File: src/lstm_pkg.sv
// Package with constants and carrier types for the link status and timing monitor.
package lstm_pkg;

  // Width in bits of the interval length counters, which count clock cycles.
  localparam int unsigned CNT_W = 24;

  // Value of each status output and of the vsync miss counter while reset is applied.
  localparam logic LOCK_RST = 1'h0;
  localparam logic PASS_RST = 1'h1;
  localparam logic [1:0] VS_MISS_RST = 2'h0;

  // Number of vertical-sync mismatches in a row that count as a fault.
  localparam logic [1:0] VS_MISS_LIMIT = 2'h2;

  // Raw video timing inputs, grouped as they arrive.
  typedef struct packed {
    logic active_video_flag;
    logic vsync;
  } lstm_timing_t;

  // Self-test result inputs.
  typedef struct packed {
    logic done;
    logic error;
  } lstm_selftest_t;

endpackage

File: src/lstm_monitor.sv
// Lock and pass status output logic with display timing checker.

// Notes on behaviour
// - Lock high when PLL locked, else low.
// - Serial outputs kept active while lock high.
// - Normal mode: pass high while timing good.
// - Normal mode: pass low on timing fault.
// - One active-video length mismatch is a fault.
// - Vsync fault needs two consecutive mismatches.
// - Self-test mode: pass shows self-test result.
module lstm_monitor #(
  parameter int unsigned CNT_W = lstm_pkg::CNT_W
) (
  input  wire logic                    clk,
  input  wire logic                    sys_rst,
  input  wire logic                    pll_locked,
  input  wire logic                    self_test_select,
  input  wire lstm_pkg::lstm_timing_t  timing,
  input  wire lstm_pkg::lstm_selftest_t selftest,
  output logic                         lock,
  output logic                         phy_out_enable,
  output logic                         pass
);

  logic [2:0]       lock_sync_q;
  logic [2:0]       mode_sync_q;
  logic [2:0]       av_sync_q;
  logic [2:0]       vs_sync_q;
  logic             lock_q;
  logic             mode_q;
  logic             av_q;
  logic             vs_q;
  logic             av_rise;
  logic             av_fall;
  logic             vs_rise;
  logic             vs_fall;
  logic             av_first_fall;
  logic             av_check;
  logic             vs_check;
  logic             vs_mismatch;
  logic [CNT_W-1:0] av_cnt_q;
  logic [CNT_W-1:0] vs_cnt_q;
  logic [CNT_W-1:0] av_ref_q;
  logic [CNT_W-1:0] vs_ref_q;
  logic             av_ref_ok_q;
  logic             vs_ref_ok_q;
  logic             av_seen_q;
  logic [1:0]       vs_miss_q;
  logic             timing_fault_q;
  logic             pass_q;

  // Three-stage synchronisers on pll_locked, self_test_select and both timing pins; the selftest inputs are used unsynchronised.
  // Only the second stage reads the first, so a metastable first stage never fans out.
  always_ff @(posedge clk or posedge sys_rst)
  begin
    if (sys_rst)
    begin
      lock_sync_q <= 3'h0;
      mode_sync_q <= 3'h0;
      av_sync_q   <= 3'h0;
      vs_sync_q   <= 3'h0;
    end
    else
    begin
      lock_sync_q <= {lock_sync_q[1:0], pll_locked};
      mode_sync_q <= {mode_sync_q[1:0], self_test_select};
      av_sync_q   <= {av_sync_q[1:0], timing.active_video_flag};
      vs_sync_q   <= {vs_sync_q[1:0], timing.vsync};
    end
  end

  // Filtered levels follow only when the last two stages agree.
  // A one-cycle glitch that reaches only one of the two stages is ignored.
  always_ff @(posedge clk or posedge sys_rst)
  begin
    if (sys_rst)
    begin
      lock_q <= lstm_pkg::LOCK_RST;
      mode_q <= 1'h0;
      av_q   <= 1'h0;
      vs_q   <= 1'h0;
    end
    else
    begin
      if (lock_sync_q[1] == lock_sync_q[2]) lock_q <= lock_sync_q[2];
      if (mode_sync_q[1] == mode_sync_q[2]) mode_q <= mode_sync_q[2];
      if (av_sync_q[1] == av_sync_q[2]) av_q <= av_sync_q[2];
      if (vs_sync_q[1] == vs_sync_q[2]) vs_q <= vs_sync_q[2];
    end
  end

  // Edge strobes are high in the cycle before the filtered level changes.
  // Filtered levels reset to the idle low of the pins, so reset gives no false edge.
  assign av_rise = av_sync_q[2] && av_sync_q[1] && !av_q;
  assign av_fall = !av_sync_q[2] && !av_sync_q[1] && av_q;
  assign vs_rise = vs_sync_q[2] && vs_sync_q[1] && !vs_q;
  assign vs_fall = !vs_sync_q[2] && !vs_sync_q[1] && vs_q;

  // Compare strobes: first active-video line of a frame, and every vsync end.
  assign av_first_fall = av_fall && !av_seen_q;
  assign av_check      = av_first_fall && av_ref_ok_q;
  assign vs_check      = vs_fall && vs_ref_ok_q;
  assign vs_mismatch   = vs_cnt_q != vs_ref_q;

  // Interval length counters saturate rather than wrap.
  // A saturated count still compares equal to a saturated reference.
  always_ff @(posedge clk or posedge sys_rst)
  begin
    if (sys_rst)
    begin
      av_cnt_q <= '0;
      vs_cnt_q <= '0;
    end
    else
    begin
      if (av_rise)
        av_cnt_q <= CNT_W'(1);
      else if (av_q && !(&av_cnt_q))
        av_cnt_q <= av_cnt_q + CNT_W'(1);
      if (vs_rise)
        vs_cnt_q <= CNT_W'(1);
      else if (vs_q && !(&vs_cnt_q))
        vs_cnt_q <= vs_cnt_q + CNT_W'(1);
    end
  end

  // Active-video reference: the first line after each vsync rise is kept.
  // Only that line is measured, so lines of unequal length within a frame are fine.
  always_ff @(posedge clk or posedge sys_rst)
  begin
    if (sys_rst)
    begin
      av_ref_q    <= '0;
      av_ref_ok_q <= 1'h0;
      av_seen_q   <= 1'h0;
    end
    else if (!lock_q)
    begin
      av_ref_ok_q <= 1'h0; // Without lock the timing history is meaningless.
      av_seen_q   <= 1'h0;
    end
    else
    begin
      if (vs_rise)
        av_seen_q <= 1'h0;
      else if (av_fall)
        av_seen_q <= 1'h1;
      if (av_first_fall)
      begin
        av_ref_q    <= av_cnt_q;
        av_ref_ok_q <= 1'h1;
      end
    end
  end

  // Vsync reference follows every frame.
  // A lasting new vsync length therefore misses once and then matches.
  always_ff @(posedge clk or posedge sys_rst)
  begin
    if (sys_rst)
    begin
      vs_ref_q    <= '0;
      vs_ref_ok_q <= 1'h0;
    end
    else if (!lock_q)
      vs_ref_ok_q <= 1'h0;
    else if (vs_fall)
    begin
      vs_ref_q    <= vs_cnt_q;
      vs_ref_ok_q <= 1'h1;
    end
  end

  // Vsync miss counter: mismatches in a row, saturating at the limit.
  // A matching length starts the count again.
  always_ff @(posedge clk or posedge sys_rst)
  begin
    if (sys_rst)
      vs_miss_q <= lstm_pkg::VS_MISS_RST;
    else if (!lock_q)
      vs_miss_q <= lstm_pkg::VS_MISS_RST;
    else if (vs_check)
    begin
      if (!vs_mismatch)
        vs_miss_q <= lstm_pkg::VS_MISS_RST;
      else if (vs_miss_q != lstm_pkg::VS_MISS_LIMIT)
        vs_miss_q <= vs_miss_q + 2'h1;
    end
  end

  // Fault flag: a second vsync miss in a row sets it, and so does every further one.
  // The set takes priority over an active-video check in the same cycle.
  // An active-video check otherwise loads the flag with its own result.
  always_ff @(posedge clk or posedge sys_rst)
  begin
    if (sys_rst)
      timing_fault_q <= 1'h0;
    else if (!lock_q)
      timing_fault_q <= 1'h0;
    else if (vs_check && vs_mismatch && (vs_miss_q >= lstm_pkg::VS_MISS_LIMIT - 2'h1))
      timing_fault_q <= 1'h1;
    else if (av_check)
      timing_fault_q <= (av_cnt_q != av_ref_q);
  end

  // Pass output selects between timing check and self-test result.
  // A fault left from before the link dropped is masked at once, not a cycle late.
  always_ff @(posedge clk or posedge sys_rst)
  begin
    if (sys_rst)
      pass_q <= lstm_pkg::PASS_RST;
    else if (mode_q)
      pass_q <= !selftest.error;
    else
      pass_q <= !(timing_fault_q && lock_q);
  end

  // Status pins are driven straight from flip-flops.
  assign lock           = lock_q;
  assign phy_out_enable = lock_q;
  assign pass           = pass_q;

endmodule

File: config.mk
export PLATFORM = sky130hd
export DESIGN_NAME = lstm_monitor
export DESIGN_NICKNAME = d
export VERILOG_FILES = /design/src/lstm_pkg.sv /design/src/lstm_monitor.sv
export SDC_FILE = /design/constraint.sdc
export NUM_CORES = 1
export LEC_CHECK = 0
export ABC_AREA = 1
export BUFFER_PORTS_ARGS = -buffer_cell sky130_fd_sc_hd__buf_4
export CORE_MARGIN = 4
export CORE_UTILIZATION = 47
export DETAILED_ROUTE_END_ITERATION = 12
export GPL_ROUTABILITY_DRIVEN = 0
export GPL_TIMING_DRIVEN = 1
export PLACE_DENSITY = 0.72
export SLEW_MARGIN = 20
export SYNTH_ARGS = -nofsm -noshare
export SYNTH_HDL_FRONTEND = slang
export SYNTH_SLANG_ARGS = --single-unit
export TNS_END_PERCENT = 20
File: constraint.sdc
create_clock -name clk -period 5 [get_ports clk]
set_input_delay 0.5 -clock clk [delete_from_list [all_inputs] [get_ports clk]]
set_output_delay 0.5 -clock clk [all_outputs]
set_load 0.01 [all_outputs]
==> results of run 1 <==
## power by group through the flow
stage / Sequential (mW) / Combinational, mW / Clock, mW
finish: 1.12 / 0.386 / 1.25
floorplan: 1.11 / 0.307 / 0
detailed placement: 1.13 / 0.388 / 0
global placement: 1.13 / 0.378 / 0
CTS: 1.12 / 0.390 / 1.27
global route: 1.13 / 0.439 / 1.32
## path summary, 6_finish.rpt
path                             endpoint  slack (ps)
max                          av_cnt_q[22]        2600
min                          vs_sync_q[0]         190
max reg2reg                  av_cnt_q[22]        2600
min reg2reg                mode_sync_q[1]         350
max in group asynchronous     av_ref_ok_q        3570
min in group asynchronous     av_cnt_q[6]         280
## registers in the layout, indices dropped and copies added (netlist names), 2 cells and up
name / count
av_ref_q: 24
av_sync_q: 3
lock_sync_q: 3
vs_miss_q: 2
vs_sync_q: 3
vs_ref_q: 24
mode_sync_q: 3
av_cnt_q: 24
vs_cnt_q: 24
## worst reg2reg max path, cell delays in order, from the launching register on
cell	delay (ps)
dfrtp_1	460
ha_1	240
nand3_2	140
nor3_4	220
nand4_1	140
nand2_2	260
nand2_1	490
nand3_1	230
o21ai_1	80
## cells in the final DEF (no fill, tap or decap), drive strengths merged, types with 5 or more instances in the layout
| master | instances |
|---|---|
| a21oi | 5 |
| dfrtp | 118 |
| nand4 | 19 |
| clkbuf | 18 |
| nand2 | 251 |
| nor2 | 59 |
| clkinvlp | 5 |
| xnor2 | 8 |
| nand3 | 53 |
| buf | 12 |
| ha | 8 |
| nor3 | 26 |
| inv | 110 |
| clkinv | 5 |
| o22ai | 18 |
| o21ai | 86 |
| xor2 | 27 |
## cells by family after synthesis
logic type / count (synthesis) / synth area share
muxes: 2 / 0.00349
AOI/OAI and AO/OA: 111 / 0.104
and+or+nand+nor: 411 / 0.280
buffers and inverters: 133 / 0.0847
DFF: 119 / 0.461
xor gates and xnor gates: 35 / 0.0475
adders and majority gates: 10 / 0.0186
## metrics by stage
stage                     power, mW  cells  hold WS, ps  instance area, um2
final                          2.76   1017          190                7250
after global routing           2.89   1017          176                7250
after CTS                      2.78   1017          177                7250
after global placement         1.51    985          333                6640
after floorplan                1.42    821          331                6460
after detailed placement       1.52    985          340                6640
## metal layers
metal | routed length, um | GRT usage | share of wire
met1 | 6750 | 0.269 | 0.49
met2 | 6110 | 0.264 | 0.45
met3 | 573 | 0.0418 | 0.042
met4 | 246 | 0.0663 | 0.018
met5 | 0 | 0 | 0
## final cells by class
type / count / share of cell area
multi-input cells: 569 / 0.404
well taps: 176 / 0.0304
clock buffers: 18 / 0.0606
repair buffers: 12 / 0.0124
clock inverters: 14 / 0.0243
inverters: 109 / 0.0571
flip-flops and latches: 119 / 0.411
==> flow_metrics.py, run 1 <==
metrics = {
    "outcome": {
        "outcome": "finished clean",
    },
    "worst_setup_path": {
        "r2r_cells": 8,
        "required_ps": 5280,
        "crit_path_cell_trace": "ha_1 -> nand3_2 -> nor3_4 -> nand4_1 -> nand2_2 -> nand2_1 -> nand3_1 -> o21ai_1",
        "cp-startpoint": "av_cnt_q[0]",
        "cp.depth": 8,
        "critPathMaxFanout": 20,
        "crit_family": "simple AND/OR/NAND/NOR gates",
        "worst-path-buf-inv": 0,
        "crit_path_end_kind": "register",
        "critical_path_arrival_ps": 2680,
        "timing.rr.start": "av_cnt_q[0]",
        "crit_path_top_delay_cell": "nand2_1",
        "critPathKind": "reg -> reg",
        "cpPeakStageDelay_ps": 490,
        "crit_path_start_kind": "register",
    },
    "worst_hold_path": {
        "min_path_cells": 1,
        "hold_path.class": "in -> reg",
        "hold_path_startpoint": "timing[0]",
    },
    "sta": {
        "setup_ws_ps": 2600,
        "finalCriticalPeriod_ps": 2400,
        "setup_tns_ps": 0,
        "finalMaxSlewViolations": 0,
        "period_share": 0.480,
        "finalSetupViolCount": 0,
        "hold_viol": 0,
        "skew_ps": 6.59,
        "fmax_mhz": 417,
        "slew_headroom": 0.425,
        "rsz0062_at_grt": "no",
        "worst_slew_pin_slew_ps": 862,
    },
    "synthesis": {
        "synthTopCellsByArea": "dfrtp_1 46%, nand2_1 14%, inv_1 5.7%, o21ai_0 4.1%, nand3_1 3.8%",
        "ys_seq_elements": 119,
        "synthesis.nets": 837,
        "synthArstFlopShare": 1.00,
        "postSynthCellCount": 821,
        "synth_ff_type": "dfrtp_1",
        "syn_area_um2": 6460,
        "synth.distinct_cells": 38,
        "synth_most_common_cell": "nand2_1",
        "synth_top_cell_area_share": 0.457,
        "ys_warn_count": 0,
        "syn_avg_cell_area_um2": 7.87,
        "synth_top_cell_by_area": "dfrtp_1",
        "yosys-top-cells-count": "245 x nand2_1, 118 x dfrtp_1, 98 x inv_1",
        "synth_edf_count": 0,
        "seq_area_frac_synth": 0.461,
    },
    "finish": {
        "syn2layout_area_growth_pct": 12.3,
        "seqCellArea_um2": 2980,
        "fillers": 1256,
        "final_nets": 844,
        "utilization": 0.543,
        "layout-drive-gt1-share": 0.117,
        "multi_input_area_um2": 2930,
        "n_antenna_cell": 0,
    },
    "routing": {
        "post_drt_wl_per_cell_um": 13.5,
        "route.final.wire_length_mm": 13.7,
        "drc": 0,
        "vias": 5209,
        "drtIter0Drc": 410,
        "vias_per_cell": 5.12,
        "ant_nets": 0,
        "dr.pass1.iters": 5,
    },
    "pwr": {
        "p_int_mw": 1.97,
        "pwr-share-comb": 0.140,
        "swShare": 0.287,
        "power.switching_mw": 0.791,
        "seq_power_share": 0.406,
        "p_clk_frac": 0.455,
        "powerDensity_nw_per_um2": 380,
        "power_leakage_nw": 3.33,
        "vdd_ir_drop_max_uv": 239,
    },
    "floorplan": {
        "rows": 42,
        "fp.coreArea_um2": 13300,
        "start_util": 0.484,
        "die_width_um": 125,
        "ioPinCount": 11,
        "fp.dieH_um": 125,
        "die_area_um2": 15700,
    },
    "clock_network": {
        "cts_resized": 0,
        "post_cts_buffers": 0,
        "htreeDepth": 4,
        "cts_buffers": 17,
        "cts.clk_slew.worst_paths_ps": 60,
        "clock_sinks": 119,
        "cts_root_buf": "clkbuf_16",
        "cts_tree": "built",
        "clockBufferDepth": 2,
        "cts_hold_buf": 0,
        "clkLatencyLatePin_ps": 420,
    },
    "grt": {
        "grt_pass1_vias": 4867,
        "grt_pass1_wl_mm": 23.6,
        "grt_max_degree": 70,
        "grt.total_usage": 0.183,
        "grt_remaining_overflow": 0,
        "antenna_found_initial": 0,
    },
    "placed_design": {
        "numPortBuffers": 9,
        "dpl.hpwl_mm": 9.31,
        "pre_cts_slack_ps": 2610,
    },
    "job": {
        "cap_viol_max_count": 0,
    },
}
(Power assumes the default switching activity.)
==> inputs of run 2 (changes only) <==
clock period = 2.5 ns   (was 5 ns; I/O delays follow)
==> flow_metrics.py, run 2 (synthesized netlist as in run 1, its figures left out) <==
metrics = {
    "outcome": {
        "outcome": "finished, violations left",
        "failed_checks": "hold timing",
    },
    "worst_setup_path": {
        "crit_path_cell_trace": "ha_1 -> nand3_2 -> nor3_4 -> nand4_1 -> nand2_2 -> nand2_1 -> buf_12 -> nand3_1 -> o21ai_1",
        "critical_path_arrival_ps": 2310,
        "crit_path_top_delay_cell": "dfrtp_1",
        "worst-path-buf-inv": 1,
        "critPathKind": "reg -> reg",
        "crit_family": "simple AND/OR/NAND/NOR gates",
        "required_ps": 2800,
        "cpPeakStageDelay_ps": 410,
        "crit_path_start_kind": "register",
        "crit_path_end_kind": "register",
        "critPathMaxFanout": 11,
    },
    "sta": {
        "finalMaxSlewViolations": 0,
        "whs_ps": -30.4,
        "fmax_mhz": 499,
        "slew_headroom": 0.537,
        "period_share": 0.802,
        "worst_slew_pin_slew_ps": 694,
        "hold_viol": 19,
        "rsz0062_at_grt": "no",
        "setup_tns_ps": 0,
        "finalSetupViolCount": 0,
        "finalCriticalPeriod_ps": 2010,
        "skew_ps": 5.85,
    },
    "placed_design": {
        "dpl.hpwl_mm": 9.36,
        "numPortBuffers": 9,
    },
    "grt": {
        "grt.total_usage": 0.187,
        "grt_remaining_overflow": 0,
        "grt_max_degree": 120,
        "grt_pass1_wl_mm": 23.9,
        "antenna_found_initial": 0,
        "grt_pass1_vias": 4864,
    },
    "clock_network": {
        "cts_resized": 0,
        "cts_tree": "built",
        "clkLatencyLatePin_ps": 420,
        "cts.clk_slew.worst_paths_ps": 50,
        "cts_buffers": 17,
        "htreeDepth": 4,
        "clock_sinks": 119,
        "clockBufferDepth": 2,
        "cts_root_buf": "clkbuf_16",
    },
    "routing": {
        "route.final.wire_length_mm": 13.9,
        "ant_nets": 0,
        "drtIter0Drc": 407,
        "drc": 0,
        "post_drt_wl_per_cell_um": 13.5,
        "vias": 5277,
        "vias_per_cell": 5.13,
        "dr.pass1.iters": 6,
    },
    "job": {
        "cap_viol_max_count": 0,
    },
    "pwr": {
        "vdd_ir_drop_max_uv": 669,
        "power.total_mw": 5.99,
        "power_leakage_nw": 3.45,
        "powerDensity_nw_per_um2": 801,
    },
    "worst_hold_path": {
        "hold_path.class": "in -> async",
    },
    "finish": {
        "final_nets": 856,
        "final_cell_mix": "245 x nand2_1, 118 x dfrtp_1, 97 x inv_1",
        "n_antenna_cell": 0,
        "syn2layout_area_growth_pct": 15.8,
        "layout-drive-gt1-share": 0.122,
        "mostFrequentLayoutCell": "nand2_1",
    },
    "floorplan": {
        "start_util": 0.484,
        "die_width_um": 125,
        "rows": 42,
        "die_area_um2": 15700,
        "fp.dieH_um": 125,
        "ioPinCount": 11,
        "fp.coreArea_um2": 13300,
    },
}
-- run 2: cell types whose count changed in the layout (fill, tap and decap cells not counted) --
cell | before | now
clkbuf_8 | 1 | 3
clkinv_4 | 4 | 2
buf_12 | 0 | 2
inv_4 | 2 | 1
clkinv_2 | 1 | 0
dlygate4sd3_1 | 0 | 5
bufinv_16 | 3 | 7
buf_4 | 12 | 17
clkinvlp_4 | 5 | 3
inv_6 | 1 | 0
clkbuf_1 | 0 | 1
-- run 2: final cells by class --
| cell class | instances | area [um2] |
|---|---|---|
| repair buffers | 24 | 218 |
| fillers | 1214 | 5870 |
| well taps | 176 | 220 |
| flip-flops and latches | 119 | 2980 |
| clock inverters | 11 | 243 |
| clock buffers | 21 | 470 |
| inverters | 109 | 415 |
| multi-input cells | 569 | 2930 |
-- run 2: worst paths after layout --
path / startpoint / end / depth (start not counted) / slack (ps)
hold reg to reg: vs_sync_q[0] / vs_sync_q[1] / 0 / 350
max in group asynchronous: sys_rst / av_ref_q[4] / 3 / 1970
setup reg to reg: av_cnt_q[1] / av_cnt_q[22] / 9 / 490
hold / removal: sys_rst / av_ref_q[22] / 3 / -30
min in group clk: vs_sync_q[0] / vs_sync_q[1] / 0 / 350
setup / recovery: av_cnt_q[1] / av_cnt_q[22] / 9 / 490
-- run 2: repair_timing --
item                                   4_1_cts  5_1_grt
hold buffers                                 5        0
endpoints found under the hold margin        5        0
buffers inserted                             0        0
-- run 2: layer usage --
layer / up-vias / global-route usage / wire, um
li1: 2686 / - / -
met1: 2446 / 0.269 / 6910
met2: 124 / 0.281 / 6140
met3: 21 / 0.0422 / 590
met4: 0 / 0.0625 / 285
met5: - / 0 / 0
-- run 2: report_power, final --
group | internal, mW | total [mW] | switching [mW]
Combinational | 0.301 | 0.824 | 0.523
Sequential | 2.07 | 2.23 | 0.151
Clock | 2.05 | 2.94 | 0.887
Total | 4.43 | 5.99 | 1.56
-- run 2: worst reg2reg max path, delay by kind of cell, from the launching register on --
kind,cells,cell delay [ps]
AO/OA/AOI/OAI,1,60
AND/OR/NAND/NOR,6,950
buffers and inverters,1,250
adder cells (fa/ha/maj),1,230
flip-flops,1,410
-- run 2: metrics by stage --
| step | cells | worst slack (ps) | util | cell area (um2) |
|---|---|---|---|---|
| final | 1029 | 494 | 0.560 | 7480 |
| after global routing | 1029 | 288 | 0.560 | 7480 |
| after CTS | 1029 | 472 | 0.560 | 7480 |
| after detailed placement | 992 | 504 | 0.503 | 6720 |
| after global placement | 992 | 534 | 0.503 | 6720 |
| after floorplan | 821 | 795 | - | 6460 |
